[config.mk]
export PLATFORM = sky130hd
export DESIGN_NAME = mcs_sequencer
export DESIGN_NICKNAME = d
export VERILOG_FILES = /design/src/shared/mcs_pkg.sv /design/src/core/mcs_word_decoder.sv /design/src/core/mcs_sequencer.sv
export SDC_FILE = /design/constraint.sdc
export NUM_CORES = 1
export LEC_CHECK = 0
export BUFFER_PORTS_ARGS = -buffer_cell sky130_fd_sc_hd__buf_2
export CAP_MARGIN = 5
export CORE_ASPECT_RATIO = 0.6
export CORE_UTILIZATION = 42
export CTS_CLUSTER_SIZE = 12
export DETAILED_ROUTE_END_ITERATION = 10
export GPL_TIMING_DRIVEN = 0
export PLACE_DENSITY = 0.76
export SLEW_MARGIN = 25
export SYNTH_ARGS = -nofsm -noshare
export SYNTH_HDL_FRONTEND = slang
export SYNTH_SLANG_ARGS = --single-unit
[constraint.sdc]
create_clock -name clock_i -period 2.2 [get_ports clock_i]
set_clock_uncertainty 0.05 [all_clocks]
set_input_delay 0 -clock clock_i [delete_from_list [all_inputs] [get_ports clock_i]]
set_output_delay 0 -clock clock_i [all_outputs]
set_load 0.05 [all_outputs]
[src/shared/mcs_pkg.sv]
// Summary of operation
// - Hold an 8-bit store address; upper two bits pick the card; tie card selects high.
// - Decode the low six address bits into twelve select lines, three groups of four.
// - Low, middle, high base-four digits pick gate, row, column: one of 64 words.
// - Drive the selected word line low; with none selected all lines read one.
// - T is the OR of the 4x4 condition matrix gated by row and column selects.
// - Two J-K flags update only on the flag load strobe; J from the flag set inputs, K from microcode.
// - U is the OR of column-gated flag tests and row-gated external U conditions.
// - JUMP and COUNT come from branch-true, branch-false, select fields, T, U and done.
// - Branch-true picks the adder operand: zero, dispatch address or save register.
// - The adder sums the 8-bit offset field and the operand to form the jump target.
// - Each clock the counter holds, increments, or loads one of three adder results.
// - Clear forces the program counter to zero.
// - COUNT on a clock advances the program counter by one.
// - JUMP on a clock loads the adder output into the program counter.
// - The low six counter bits are decoded two bits at a time into active-low select lines.
// - The save register captures the counter while the save strobe is high.
package mcs_pkg;

	localparam int          AXI_ADDR_W   = 8;
	localparam logic [7:0]  OFS_CTRL     = 8'h00;
	localparam logic [7:0]  OFS_JC_TABLE = 8'h04;
	localparam logic [7:0]  OFS_STATUS   = 8'h08;
	localparam int          CTRL_CLR_BIT = 0;
	localparam int          ST_PC_LSB    = 0;
	localparam int          ST_SAVE_LSB  = 8;
	localparam int          ST_FLAG1_BIT = 16;
	localparam int          ST_FLAG2_BIT = 17;
	localparam int          ST_T_BIT     = 18;
	localparam int          ST_U_BIT     = 19;
	localparam int          ST_JUMP_BIT  = 20;
	localparam int          ST_COUNT_BIT = 21;
	// Entry {jump,count} per index {test,field}: false path 00 count, 01 hold, 1x jump
	localparam logic [15:0] JC_TABLE_RST = 16'hAAA1;
	localparam logic [1:0]  RESP_OKAY    = 2'h0;
	localparam logic [1:0]  RESP_SLVERR  = 2'h2;
	localparam logic [7:0]  PC_RST       = 8'h00;
	localparam logic [7:0]  ZERO_OPERAND = 8'hFF;

	// Register select codes shared by write and read decode
	typedef enum logic [1:0] {SEL_CTRL, SEL_TABLE, SEL_STATUS, SEL_NONE} mcs_rsel_type;

	// One microinstruction's sequencing fields
	typedef struct packed {
		logic [7:0] addr_offset;
		logic [1:0] branch_true_field;
		logic [1:0] branch_false_field;
		logic [1:0] select_field;
		logic       test_col_sel_a;
		logic       test_col_sel_b;
		logic       test_col_sel_c;
		logic       test_col_sel_d;
		logic       test_row_sel_a;
		logic       test_row_sel_b;
		logic       test_row_sel_c;
		logic       test_row_sel_d;
		logic       flag1_clear_in;
		logic       flag2_clear_in;
		logic       save_strobe;
	} mcs_uinst_type;

	// Condition sources from the rest of the processor
	typedef struct packed {
		logic [15:0] t_condition_input;
		logic [3:0]  u_condition_input;
		logic        flag1_set_in;
		logic        flag2_set_in;
		logic        flag_load_strobe;
		logic        done;
		logic [7:0]  dispatch_address;
	} mcs_cond_type;

	// Entire state of the sequencer
	typedef struct packed {
		logic [7:0]            pc;
		logic [7:0]            save;
		logic                  flag1;
		logic                  flag2;
		logic [15:0]           jc_table;
		logic                  soft_clr;
		logic                  aw_held;
		logic [AXI_ADDR_W-1:0] aw_addr;
		logic                  w_held;
		logic [31:0]           w_data;
		logic [3:0]            w_strb;
		logic                  bvalid;
		logic [1:0]            bresp;
		logic                  rvalid;
		logic [31:0]           rdata;
		logic [1:0]            rresp;
	} mcs_state_type;

endpackage : mcs_pkg

[src/core/mcs_word_decoder.sv]
`timescale 1ns/1ps
module mcs_word_decoder
(
	input  wire logic [5:0]  addr_low_i,
	input  wire logic        card_en_i,
	output logic      [11:0] word_addr_select_n_o,
	output logic      [63:0] word_line_n_o
);
	import mcs_pkg::*;

	// One-of-four decode, used for all three digits
	function automatic logic [3:0] one_of_four(input logic [1:0] digit);
		one_of_four = 4'h1 << digit;
	endfunction : one_of_four

	logic [11:0] sel_hi;

	// Three base-four digits, each to four select lines
	always_comb
	begin
		sel_hi[3:0]  = one_of_four(addr_low_i[1:0]);
		sel_hi[7:4]  = one_of_four(addr_low_i[3:2]);
		sel_hi[11:8] = one_of_four(addr_low_i[5:4]);
	end

	assign word_addr_select_n_o = ~sel_hi;

	// Gate = low digit, row = middle digit, column = high digit
	genvar gi;
	generate
		for (gi = 0; gi < 64; gi++)
		begin : g_word
			assign word_line_n_o[gi] = ~(card_en_i & sel_hi[gi % 4]
				& sel_hi[4 + (gi / 4) % 4] & sel_hi[8 + gi / 16]);
		end
	endgenerate

endmodule : mcs_word_decoder

[src/core/mcs_sequencer.sv]
`timescale 1ns/1ps
module mcs_sequencer
(
	input  wire logic                           clock_i,
	input  wire logic                           srst_i,
	// Processor master clear, same clock domain
	input  wire logic                           clear_i,
	input  wire mcs_pkg::mcs_uinst_type         uinst_i,
	input  wire mcs_pkg::mcs_cond_type          cond_i,
	// Card select inputs; a lone card has both tied high
	input  wire logic [1:0]                     card_sel_i,
	output logic      [7:0]                     pc_o,
	output logic      [1:0]                     card_addr_o,
	output logic      [11:0]                    word_addr_select_n_o,
	output logic      [63:0]                    word_line_n_o,
	output logic                                t_o,
	output logic                                t_n_o,
	output logic                                u_o,
	output logic                                u_n_o,
	output logic                                flag1_o,
	output logic                                flag2_o,
	// AXI4-Lite slave
	input  wire logic [mcs_pkg::AXI_ADDR_W-1:0] s_axi_awaddr,
	input  wire logic                           s_axi_awvalid,
	output logic                                s_axi_awready,
	input  wire logic [31:0]                    s_axi_wdata,
	input  wire logic [3:0]                     s_axi_wstrb,
	input  wire logic                           s_axi_wvalid,
	output logic                                s_axi_wready,
	output logic      [1:0]                     s_axi_bresp,
	output logic                                s_axi_bvalid,
	input  wire logic                           s_axi_bready,
	input  wire logic [mcs_pkg::AXI_ADDR_W-1:0] s_axi_araddr,
	input  wire logic                           s_axi_arvalid,
	output logic                                s_axi_arready,
	output logic      [31:0]                    s_axi_rdata,
	output logic      [1:0]                     s_axi_rresp,
	output logic                                s_axi_rvalid,
	input  wire logic                           s_axi_rready
);
	import mcs_pkg::*;

	// Word-aligned decode shared by the write and read paths
	function automatic mcs_rsel_type reg_decode(input logic [AXI_ADDR_W-1:0] addr);
		logic [AXI_ADDR_W-1:0] word;
		word = {addr[AXI_ADDR_W-1:2], 2'b00};
		case (word)
			OFS_CTRL:     reg_decode = SEL_CTRL;
			OFS_JC_TABLE: reg_decode = SEL_TABLE;
			OFS_STATUS:   reg_decode = SEL_STATUS;
			default:      reg_decode = SEL_NONE;
		endcase
	endfunction : reg_decode

	// Branch condition chosen by the select field
	function automatic logic pick_test(input logic [1:0] sel, input logic t,
		input logic u, input logic d);
		case (sel)
			2'h0:    pick_test = t;
			2'h1:    pick_test = u;
			2'h2:    pick_test = d;
			default: pick_test = 1'b1;
		endcase
	endfunction : pick_test

	mcs_state_type state_ff;
	mcs_state_type nxt_state;

	logic [3:0]  col_sel;
	logic [3:0]  row_sel;
	logic        t_res;
	logic        u_res;
	logic [3:0]  flag_tests;
	logic        test_res;
	logic [1:0]  field;
	logic [2:0]  jc_index;
	logic        jump;
	logic        count;
	logic [7:0]  operand;
	logic        carry_in;
	logic [8:0]  sum_full;
	logic [7:0]  jump_target;
	logic        card_en;
	logic [31:0] status_word;

	// Column and row selects as vectors; index 0 is the a line
	assign col_sel = {uinst_i.test_col_sel_d, uinst_i.test_col_sel_c,
		uinst_i.test_col_sel_b, uinst_i.test_col_sel_a};
	assign row_sel = {uinst_i.test_row_sel_d, uinst_i.test_row_sel_c,
		uinst_i.test_row_sel_b, uinst_i.test_row_sel_a};

	// T matrix: condition r*4+c enabled where row r and column c meet
	always_comb
	begin
		t_res = 1'b0;
		for (int r = 0; r < 4; r++)
		begin
			for (int c = 0; c < 4; c++)
			begin
				t_res = t_res | (cond_i.t_condition_input[r * 4 + c]
					& row_sel[r] & col_sel[c]);
			end
		end
	end

	// Flag true and complement tests share the T column selects
	assign flag_tests = {~state_ff.flag2, state_ff.flag2, ~state_ff.flag1, state_ff.flag1};
	assign u_res = |(flag_tests & col_sel)
		| |(cond_i.u_condition_input & row_sel);

	// Complemented tests come from swapping true and false fields in microcode
	always_comb
	begin
		test_res = pick_test(uinst_i.select_field, t_res, u_res, cond_i.done);
		field    = test_res ? uinst_i.branch_true_field : uinst_i.branch_false_field;
		jc_index = {test_res, field};
		jump     = state_ff.jc_table[2 * jc_index + 1];
		count    = state_ff.jc_table[2 * jc_index];
	end

	// Zero operand is all ones plus carry, as the original adder did it
	always_comb
	begin
		if (!uinst_i.branch_true_field[1])
		begin
			operand  = ZERO_OPERAND;
			carry_in = 1'b1;
		end
		else if (!uinst_i.branch_true_field[0])
		begin
			operand  = cond_i.dispatch_address;
			carry_in = 1'b0;
		end
		else
		begin
			operand  = state_ff.save;
			carry_in = 1'b0;
		end
		sum_full    = {1'b0, uinst_i.addr_offset} + {1'b0, operand} + {8'h00, carry_in};
		jump_target = sum_full[7:0];
	end

	// Status word: counter, save register, flags, tests and commands
	always_comb
	begin
		status_word                           = 32'h0000_0000;
		status_word[ST_PC_LSB +: 8]           = state_ff.pc;
		status_word[ST_SAVE_LSB +: 8]         = state_ff.save;
		status_word[ST_FLAG1_BIT]             = state_ff.flag1;
		status_word[ST_FLAG2_BIT]             = state_ff.flag2;
		status_word[ST_T_BIT]                 = t_res;
		status_word[ST_U_BIT]                 = u_res;
		status_word[ST_JUMP_BIT]              = jump;
		status_word[ST_COUNT_BIT]             = count;
	end

	// Next-state logic for sequencer and bus slave
	always_comb
	begin
		nxt_state          = state_ff;
		nxt_state.soft_clr = 1'b0;

		// Program counter: clear, then jump over count, else hold
		if (clear_i || state_ff.soft_clr)
		begin
			nxt_state.pc = PC_RST;
		end
		else if (jump)
		begin
			nxt_state.pc = jump_target;
		end
		else if (count)
		begin
			nxt_state.pc = state_ff.pc + 8'h01;
		end // Neither command: hold

		// Save captures the present counter for one-level return
		if (uinst_i.save_strobe)
		begin
			nxt_state.save = state_ff.pc;
		end

		// J-K flags move only on the load strobe; both high toggles
		if (cond_i.flag_load_strobe)
		begin
			case ({cond_i.flag1_set_in, uinst_i.flag1_clear_in})
				2'b10:   nxt_state.flag1 = 1'b1;
				2'b01:   nxt_state.flag1 = 1'b0;
				2'b11:   nxt_state.flag1 = ~state_ff.flag1;
				default: nxt_state.flag1 = state_ff.flag1;
			endcase
			case ({cond_i.flag2_set_in, uinst_i.flag2_clear_in})
				2'b10:   nxt_state.flag2 = 1'b1;
				2'b01:   nxt_state.flag2 = 1'b0;
				2'b11:   nxt_state.flag2 = ~state_ff.flag2;
				default: nxt_state.flag2 = state_ff.flag2;
			endcase
		end

		// Response handshakes retire here; a new one can follow from the next cycle
		if (state_ff.bvalid && s_axi_bready)
		begin
			nxt_state.bvalid = 1'b0;
		end
		if (state_ff.rvalid && s_axi_rready)
		begin
			nxt_state.rvalid = 1'b0;
		end

		// Address and data are latched independently, in either order
		if (s_axi_awvalid && !state_ff.aw_held)
		begin
			nxt_state.aw_held = 1'b1;
			nxt_state.aw_addr = s_axi_awaddr;
		end
		if (s_axi_wvalid && !state_ff.w_held)
		begin
			nxt_state.w_held = 1'b1;
			nxt_state.w_data = s_axi_wdata;
			nxt_state.w_strb = s_axi_wstrb;
		end

		// Commit once both halves are here and the last response is gone
		if (state_ff.aw_held && state_ff.w_held && !state_ff.bvalid)
		begin
			nxt_state.aw_held = 1'b0;
			nxt_state.w_held  = 1'b0;
			nxt_state.bvalid  = 1'b1;
			nxt_state.bresp   = RESP_OKAY;
			case (reg_decode(state_ff.aw_addr))
				SEL_CTRL:
				begin
					if (state_ff.w_strb[0])
					begin
						nxt_state.soft_clr = state_ff.w_data[CTRL_CLR_BIT];
					end
				end
				SEL_TABLE:
				begin
					if (state_ff.w_strb[0])
					begin
						nxt_state.jc_table[7:0] = state_ff.w_data[7:0];
					end
					if (state_ff.w_strb[1])
					begin
						nxt_state.jc_table[15:8] = state_ff.w_data[15:8];
					end
				end
				SEL_STATUS:
				begin
					// Read-only: write accepted and dropped
					nxt_state.bresp = RESP_OKAY;
				end
				default:
				begin
					nxt_state.bresp = RESP_SLVERR;
				end
			endcase
		end

		// Read: one outstanding, data captured at the address handshake
		if (s_axi_arvalid && !state_ff.rvalid)
		begin
			nxt_state.rvalid = 1'b1;
			nxt_state.rresp  = RESP_OKAY;
			case (reg_decode(s_axi_araddr))
				SEL_CTRL:   nxt_state.rdata = 32'h0000_0000;
				SEL_TABLE:  nxt_state.rdata = {16'h0000, state_ff.jc_table};
				SEL_STATUS: nxt_state.rdata = status_word;
				default:
				begin
					nxt_state.rdata = 32'h0000_0000;
					nxt_state.rresp = RESP_SLVERR;
				end
			endcase
		end
	end

	// Single state register; sync reset leaves a known sequencer and idle bus
	always_ff @(posedge clock_i)
	begin
		if (srst_i)
		begin
			state_ff          <= '0;
			state_ff.pc       <= PC_RST;
			state_ff.jc_table <= JC_TABLE_RST;
			state_ff.bresp    <= RESP_OKAY;
			state_ff.rresp    <= RESP_OKAY;
		end
		else
		begin
			state_ff <= nxt_state;
		end
	end

	// Card enabled only when both select inputs are high
	assign card_en     = &card_sel_i;
	assign card_addr_o = state_ff.pc[7:6];
	assign pc_o        = state_ff.pc;

	// Word decoder works from the registered counter, so lines are glitch-limited
	mcs_word_decoder u_word_decoder
	(
		.addr_low_i           (state_ff.pc[5:0]),
		.card_en_i            (card_en),
		.word_addr_select_n_o (word_addr_select_n_o),
		.word_line_n_o        (word_line_n_o)
	);

	// Test results and flags for the rest of the processor
	assign t_o     = t_res;
	assign t_n_o   = ~t_res;
	assign u_o     = u_res;
	assign u_n_o   = ~u_res;
	assign flag1_o = state_ff.flag1;
	assign flag2_o = state_ff.flag2;

	// Bus handshakes
	assign s_axi_awready = !state_ff.aw_held;
	assign s_axi_wready  = !state_ff.w_held;
	assign s_axi_bvalid  = state_ff.bvalid;
	assign s_axi_bresp   = state_ff.bresp;
	assign s_axi_arready = !state_ff.rvalid;
	assign s_axi_rvalid  = state_ff.rvalid;
	assign s_axi_rdata   = state_ff.rdata;
	assign s_axi_rresp   = state_ff.rresp;

endmodule : mcs_sequencer

==> results of run 1 <==
## worst register-to-register path, cell delays in order (launching register included)
cell and delay (ns):
dfxtp_2 0.35, mux2i_1 0.07, and2_1 0.18, fa_2 0.35, fa_2 0.36, nor2b_2 0.14, o21ai_2 0.07, a21boi_2 0.15
o21a_1 0.14, o21ai_1 0.06, a21oi_1 0.16, a211oi_2 0.04
## flip-flops by register name, summed over array words and instances, names as in the netlist
register,flops
flag2_o,1
s_axi_bresp,1
flag1_o,1
s_axi_rdata,22
pc_o,8
s_axi_rvalid,1
s_axi_bvalid,1
s_axi_rresp,1
state_ff,51
## cell usage after synthesis (all sizes together) (2+ instances only)
cell type,instances
a2111oi,2
a211o,8
a211oi,5
a21boi,4
a21oi,30
a222oi,19
a22o,6
a22oi,4
a311oi,2
and2,2
and3,4
buf,50
clkbuf,35
dfxtp,87
fa,2
ha,13
inv,33
mux2i,34
mux4,4
nand2,126
nand2b,2
nand3,13
nand4,2
nor2,83
nor2b,9
nor3,7
nor4,3
o21a,3
o21ai,9
or2,2
or3,6
xnor2,5
## metal layers
| metal | part of all wire (%) | routed length, um |
|---|---|---|
| met1 | 46 | 7690 |
| met2 | 45 | 7470 |
| met3 | 8.1 | 1370 |
| met4 | 1.5 | 245 |
| met5 | 0 | 0 |
## stage by stage
| step | utilization [%] | setup slack [ns] | hold slack, ns |
|---|---|---|---|
| after floorplan | - | 0.00325 | 0.0490 |
| after global placement | 55.2 | -0.214 | 0.142 |
| after detailed placement | 55.2 | -0.224 | 0.146 |
| after CTS | 61.4 | -0.109 | 0.00150 |
| after global routing | 62.4 | -0.172 | 0.0301 |
| final | 62.4 | -0.0640 | 0.00528 |
## layout make-up
type | instances | share of cell area [%]
multi-input cells | 435 | 39.0
flip-flops and latches | 87 | 24.6
repair buffers | 255 | 20.6
plain buffers | 83 | 7.03
clock buffers | 10 | 3.22
well taps | 160 | 2.82
inverters | 33 | 1.74
clock inverters | 6 | 0.969
## cell families after synthesis
group / count (synthesis) / synth area share (%)
simple gates: 262 / 22.2
buf+inv: 118 / 12.6
compound gates: 101 / 15.8
flops: 87 / 35.2
mux: 39 / 8.93
fa+ha+maj: 15 / 4.10
xor+xnor: 6 / 1.06
other cells: 1 / 0.0758
## where the power goes
group / switching [uW] / internal, uW
Sequential: 61.7 / 1630
Clock: 647 / 886
Combinational: 656 / 380
## what timing repair did
action / 4_1_cts / 5_1_grt
cloned: 0 / 0
hold buffers: 33 / 0
pin swaps: 6 / 6
endpoints found under the hold margin: 30 / 0
gates resized for setup: 17 / 30
endpoints found under the setup margin: 39 / 80
buffers inserted: 5 / 3
## final timing paths
path	end	slack [ns]	cells after the start	from
worst max-delay path	pc_o[6]	-0.06	11	state_ff[103]
worst max register to register	pc_o[6]	-0.06	11	state_ff[103]
worst min-delay path	s_axi_rresp[1]	0.005	3	s_axi_araddr[3]
worst min register to register	state_ff[47]	0.41	2	state_ff[47]
==> flow_metrics.tcl, run 1 <==
set metrics [dict create \
    outcome "finished, violations left" \
    violations "setup timing" \
    syn_to_final_growth_pct 43.6 \
    synth_edf_count 0 \
    maxCapViolations 0 \
    use_met3_pct 5.08 \
    finalMaxSlewViolations 0 \
    drt_drc_violations_left 0 \
    cp_slowest_stage_delay_ns 0.36 \
    powerDensity_nw_per_um2 601 \
    die_h_um 86.0 \
    dp.cells 1014 \
    cts_buffers 9 \
    worstPathRequired_ns 2.35 \
    die-area_um2 12200 \
    cp_num_buf_inv 0 \
    io_buffer_count 214 \
    synth-seq-cells 87 \
    final_common_cell "buf_2" \
    design.portCount 252 \
    place_area_um2 6270 \
    path_cells "mux2i_1 > and2_1 > fa_2 > fa_2 > nor2b_2 > o21ai_2 > a21boi_2 > o21a_1 > o21ai_1 > a21oi_1 > a211oi_2" \
    layout.cells.non_filler 1069 \
    coreArea_um2 11400 \
    path_clk_slew_ns 0.06 \
    final-setup-viol-count 3 \
    cts_buffer_depth 2 \
    place.gp.congestion 0.848 \
    crit_fanout 2 \
    crit_arrival_ns 2.42 \
    regArea_um2 1750 \
    critPathKind "reg2reg" \
    grt_max_degree 16 \
    met1_usage_pct 36.6 \
    root_buffer "clkbuf_16" \
    grt_pass1_vias 4813 \
    hold_violations 0 \
    synthCells 629 \
    drive_above_1_share_pct 36.5 \
    finalCritPeriodShare_pct 103 \
    dr.pass1.iters 8 \
    std_cell_rows 30 \
    ys.warnings.count 0 \
    finalSetupTns_ns -0.147 \
    yosysTopAreaCell "dfxtp_1" \
    netlist-cell-type-count 57 \
    min_period_ns 2.26 \
    relSlewSlack_pct 35.4 \
    multi_input_area_um2 2770 \
    antenna_found_initial 0 \
    viasPerCell 5.17 \
    worst_setup_path_end_kind "flip-flop" \
    synth.avg_cell_area_um2 7.86 \
    drt_iter0_drc 474 \
    ys_seq_area_share_pct 35.2 \
    rsz0062_at_grt "yes" \
    setup_slack_ns -0.0640 \
    fmax_mhz 442 \
    drt-total-wl_um 16800 \
    dp_hpwl_um 12200 \
    fin_nets 1038 \
    clock_latency_ns 0.34 \
    fp.dieW_um 142 \
    fillers 1012 \
    h-tree-depth 3 \
    tightest_slew_ns 0.962 \
    ant_nets 0 \
    synthArstFlopShare_pct 0 \
    mostFrequentLayoutCells "215 x buf_2, 125 x nand2_1, 83 x dfxtp_1" \
    initial_utilization_pct 43.5 \
    irDropWorstVdd_mv 0.412 \
    cp_top_family "adder cells" \
    crit_top_cell "fa_2" \
    routedWlPerCell_um 15.7 \
    clock_sinks 87 \
    overflow 0 \
    timing.critical_path.from_type "flip-flop" \
    p_total_uw 4260 \
    met2_usage_pct 39.6 \
    hold_path.class "in2reg" \
    grt.busiest_layer "met2" \
    cts_tree "yes" \
    track_usage_pct 25.9 \
    p_leak_uw 0.00320 \
    final_cell_area_um2 7100 \
    synth_ff_type "dfxtp_1" \
    synth_top_area_share_pct 35.2 \
    detailroute.via_count 5526 \
    netlist_top_cells_area "dfxtp_1 35%, nand2_1 9.6%, buf_4 7.1%" \
    crit_slowest_cell "fa_2" \
    syn_area_um2 4940 \
    grt_pass1_wl_um 24400 \
    diodes 0 \
]
(Power assumes the default switching activity.)
==> run 2, diff against run 1 <==
- SETUP_SLACK_MARGIN: default -> 0.02
==> flow_metrics.tcl, run 2 (same netlist as run 1, synthesis figures left out) <==
set metrics [dict create \
    root_buffer "clkbuf_16" \
    largest_reg_flops 51 \
    relSlewSlack_pct 42.7 \
    initial_utilization_pct 43.5 \
    min_period_ns 2.33 \
    viasPerCell 5.17 \
    hold_path.class "in2reg" \
    ant_nets 0 \
    io_buffer_count 214 \
    fillers 1018 \
    crit_arrival_ns 2.55 \
    diodes 0 \
    die-area_um2 12200 \
    p_leak_uw 0.00321 \
    mostFrequentLayoutCells "215 x buf_2, 124 x nand2_1, 84 x dfxtp_1" \
    finalCritPeriodShare_pct 106 \
    die_h_um 86.0 \
    irDropWorstVdd_mv 0.503 \
    grt_pass1_wl_um 24700 \
    final_common_cell "buf_2" \
    regArea_um2 1750 \
    path_clk_slew_ns 0.06 \
    worst_setup_path_end_kind "flip-flop" \
    regMostFlops "state_ff" \
    hold_violations 0 \
    rsz0062_at_grt "yes" \
    final_cell_area_um2 7110 \
    timing.critical_path.from_type "flip-flop" \
    antenna_found_initial 0 \
    crit_slowest_cell "dfxtp_2" \
    grt_max_degree 16 \
    worstPathRequired_ns 2.43 \
    track_usage_pct 26.2 \
    cp_num_buf_inv 1 \
    p_total_uw 4160 \
    cts_tree "yes" \
    violations "setup timing" \
    clock_latency_ns 0.34 \
    path_cells "mux2i_1 > and2_1 > fa_2 > fa_2 > nor2b_1 > o21ai_1 > buf_4 > nand2_2 > nor2_1 > or3_1 > o21ai_1" \
    design.portCount 252 \
    drt-total-wl_um 16900 \
    powerDensity_nw_per_um2 584 \
    maxCapViolations 0 \
    cts_buffer_depth 2 \
    wl_met2_um 7540 \
    syn_to_final_growth_pct 43.9 \
    dr.pass1.iters 6 \
    fp.dieW_um 142 \
    outcome "finished, violations left" \
    drt_drc_violations_left 0 \
    grt_pass1_vias 4804 \
    dp_hpwl_um 12100 \
    drt_iter0_drc 484 \
    h-tree-depth 3 \
    final-setup-viol-count 7 \
    overflow 0 \
    setup_slack_ns -0.129 \
    finalSetupTns_ns -0.360 \
    fmax_mhz 429 \
    std_cell_rows 30 \
    cp_top_family "adder cells" \
    finalMaxSlewViolations 0 \
    crit_fanout 2 \
    drive_above_1_share_pct 36.7 \
    clock_sinks 87 \
    routedWlPerCell_um 15.7 \
    fin_nets 1042 \
    cp_slowest_stage_delay_ns 0.36 \
    place_ws_ns -0.231 \
    routed-wl-met3_um 1650 \
    coreArea_um2 11400 \
    routedLengthMet1_um 7530 \
    critPathKind "reg2reg" \
    place.gp.congestion 0.834 \
    place_area_um2 6280 \
    cts_buffers 9 \
    detailroute.via_count 5543 \
    tightest_slew_ns 0.853 \
    multi_input_area_um2 2760 \
    top_layer_used "met4" \
]
run 2: tightest hold or removal path, delay by kind of cell:
family / cells / cell delay, ns
AO/OA/AOI/OAI: 2 / 0.29
buffers and inverters: 1 / 0.10
run 2: path summary, 6_finish.rpt:
kind / cells after the start / end / slack (ns) / startpoint
max: 11 / pc_o[4] / -0.13 / state_ff[103]
min: 3 / s_axi_rresp[1] / 0.04 / s_axi_araddr[2]
max reg2reg: 11 / pc_o[4] / -0.13 / state_ff[103]
min reg2reg: 2 / state_ff[48] / 0.41 / state_ff[48]
run 2: cell type report:
| cell class | instances | share of cell area [%] |
|---|---|---|
| Clock inverter | 6 | 0.616 |
| Tap cell | 160 | 2.81 |
| Sequential cell | 87 | 24.6 |
| Inverter | 33 | 1.74 |
| Timing Repair Buffer | 259 | 21.1 |
| Clock buffer | 10 | 3.22 |
| Buffer | 83 | 7.11 |
| Multi-Input combinational cell | 435 | 38.8 |
run 2: layer usage:
layer  GRT usage [%]  vias up
met5               0        -
met4            4.11        0
met3            5.30       22
met2            42.2      279
met1            36.6     2604
li1                -     2638
run 2: timing repair:
action | in CTS | in global routing
hold buffers | 33 | 0
hold endpoints to repair | 30 | 0
gates cloned | 0 | 1
setup buffers | 7 | 4
gates resized for setup | 23 | 31
setup endpoints to repair | 38 | 82
pin swaps | 10 | 11
run 2: power by group:
| part | switching (uW) | total, uW | internal [uW] |
|---|---|---|---|
| combinational | 671 | 1050 | 383 |
| clock | 645 | 1410 | 770 |
| sequential | 55.7 | 1690 | 1630 |
| total | 1370 | 4160 | 2790 |
run 2: per-stage QoR:
stage                     hold slack [ns]  instances  utilization [%]
after floorplan                    0.0490        640                -
after CTS                          0.0370       1069             61.6
after global routing               0.0795       1073             62.6
final                              0.0378       1073             62.6
after global placement              0.148       1014             55.2
after detailed placement            0.144       1014             55.2
==> run 3, diff against run 2 <==
- clock period: 2.2 -> 2 ns (I/O delays scaled with it)
==> flow_metrics.tcl, run 3 (same netlist as run 1, synthesis figures left out) <==
set metrics [dict create \
    routed-wl-met3_um 1400 \
    detailroute.via_count 5461 \
    clock_latency_ns 0.35 \
    ant_nets 0 \
    irDropWorstVdd_mv 0.509 \
    cts_tree "yes" \
    p_total_uw 4730 \
    grt_pass1_vias 4715 \
    drt_iter0_drc 438 \
    fin_nets 1041 \
    min_period_ns 2.28 \
    fmax_mhz 439 \
    tightest_slew_ns 0.894 \
    hold_path.class "in2reg" \
    layout.cells.non_filler 1072 \
    routedLengthMet1_um 7420 \
    powerDensity_nw_per_um2 652 \
    h-tree-depth 3 \
    drive_above_1_share_pct 39.3 \
    crit_fanout 2 \
    dr.pass1.iters 5 \
    design.portCount 252 \
    finalMaxSlewViolations 0 \
    root_buffer "clkbuf_16" \
    dp_hpwl_um 12000 \
    cp_top_family "adder cells" \
    drt_drc_violations_left 0 \
    critPathKind "reg2reg" \
    outcome "finished, violations left" \
    dp.cells 1014 \
    io_buffer_count 214 \
    path_clk_slew_ns 0.06 \
    rsz0062_at_grt "yes" \
    initial_utilization_pct 43.5 \
    routedWlPerCell_um 15.1 \
    cts_buffers 9 \
    path_cells "mux2i_1 > and2_1 > fa_2 > fa_2 > nor2b_1 > o21ai_1 > a21boi_1 > o21a_1 > o21ai_1 > a21oi_1 > a211oi_2" \
    diodes 0 \
    finalCritPeriodShare_pct 114 \
    clock_sinks 87 \
    violations "setup timing" \
    place.gp.congestion 0.807 \
    maxCapViolations 0 \
    wl_met2_um 7220 \
    drt-total-wl_um 16200 \
    std_cell_rows 30 \
    hold_violations 0 \
    die-area_um2 12200 \
    grt_max_degree 16 \
    syn_to_final_growth_pct 46.8 \
    worstPathRequired_ns 2.16 \
    grt_pass1_wl_um 24400 \
    track_usage_pct 25.8 \
    overflow 0 \
    die_h_um 86.0 \
    regMostFlops "state_ff" \
    antenna_found_initial 0 \
    relSlewSlack_pct 39.9 \
    cts_buffer_depth 2 \
    viasPerCell 5.09 \
    cp_slowest_stage_delay_ns 0.36 \
    mostFrequentLayoutCells "218 x buf_2, 125 x nand2_1, 82 x dfxtp_1" \
    setup_slack_ns -0.276 \
    fp.dieW_um 142 \
    worst_setup_path_end_kind "flip-flop" \
    largest_reg_flops 51 \
    coreArea_um2 11400 \
    final_common_cell "buf_2" \
    timing.critical_path.from_type "flip-flop" \
    crit_arrival_ns 2.44 \
    p_leak_uw 0.00328 \
    crit_slowest_cell "dfxtp_4" \
    cp_num_buf_inv 0 \
    top_layer_used "met4" \
    final-setup-viol-count 9 \
]
==> run 3: changes by cell type in the layout (fill, tap and decap cells not counted), sizes merged <==
cell	before	now
bufinv	0	1
inv	35	33
buf	277	280
clkinvlp	2	1
clkinv	2	3
clkbuf	42	39
==> run 3: area by class of cell <==
class | count | area, um^2
Inverter | 33 | 128
Fill cell | 993 | 4110
Sequential cell | 87 | 1760
Timing Repair Buffer | 260 | 1530
Multi-Input combinational cell | 435 | 2830
Clock buffer | 11 | 243
Clock inverter | 5 | 65.1
Tap cell | 160 | 200
Buffer | 81 | 518
==> run 3: worst register-to-register path, delay by kind of cell (launching register included) <==
kind / cells / cell delay (ns)
mux: 1 / 0.06
compound gates: 6 / 0.68
fa+ha+maj: 2 / 0.70
flops: 1 / 0.36
simple gates: 2 / 0.30
==> run 3: what timing repair did <==
| action | CTS | global route |
|---|---|---|
| gates resized for setup | 39 | 39 |
| pin swaps | 20 | 9 |
| setup endpoints to repair | 68 | 100 |
| hold endpoints to repair | 30 | 0 |
| hold buffers | 33 | 0 |
| buffers inserted | 9 | 4 |
==> run 3: path summary, 6_finish.rpt <==
check,startpoint,endpoint,slack [ns],cells after the start
max reg2reg,state_ff[103],pc_o[6],-0.28,11
min,s_axi_araddr[3],s_axi_rresp[1],0.02,3
min reg2reg,state_ff[49],state_ff[49],0.41,2
max,state_ff[103],pc_o[6],-0.28,11
==> run 3: per-stage QoR <==
stage                     TNS [ns]  hold WS [ns]  cell area [um^2]  worst slack (ns)  util (%)
after floorplan             -0.533        0.0490              5080            -0.140         -
after global placement       -5.93         0.146              6350            -0.297      55.8
after detailed placement     -6.46         0.147              6350            -0.326      55.8
after CTS                    -1.67        0.0127              7160            -0.304      62.9
after global routing         -2.17        0.0605              7260            -0.374      63.8
final                        -1.41        0.0169              7260            -0.276      63.8
==> run 3: layer usage <==
metal,vias up,track usage (%)
met5,-,0
met4,0,5.08
met3,22,5.08
met2,242,40.0
met1,2552,37.0
li1,2645,-
==> run 3: where the power goes <==
part	internal, uW	switching, uW
clock network	1010	709
registers	1790	62.5
logic	422	732
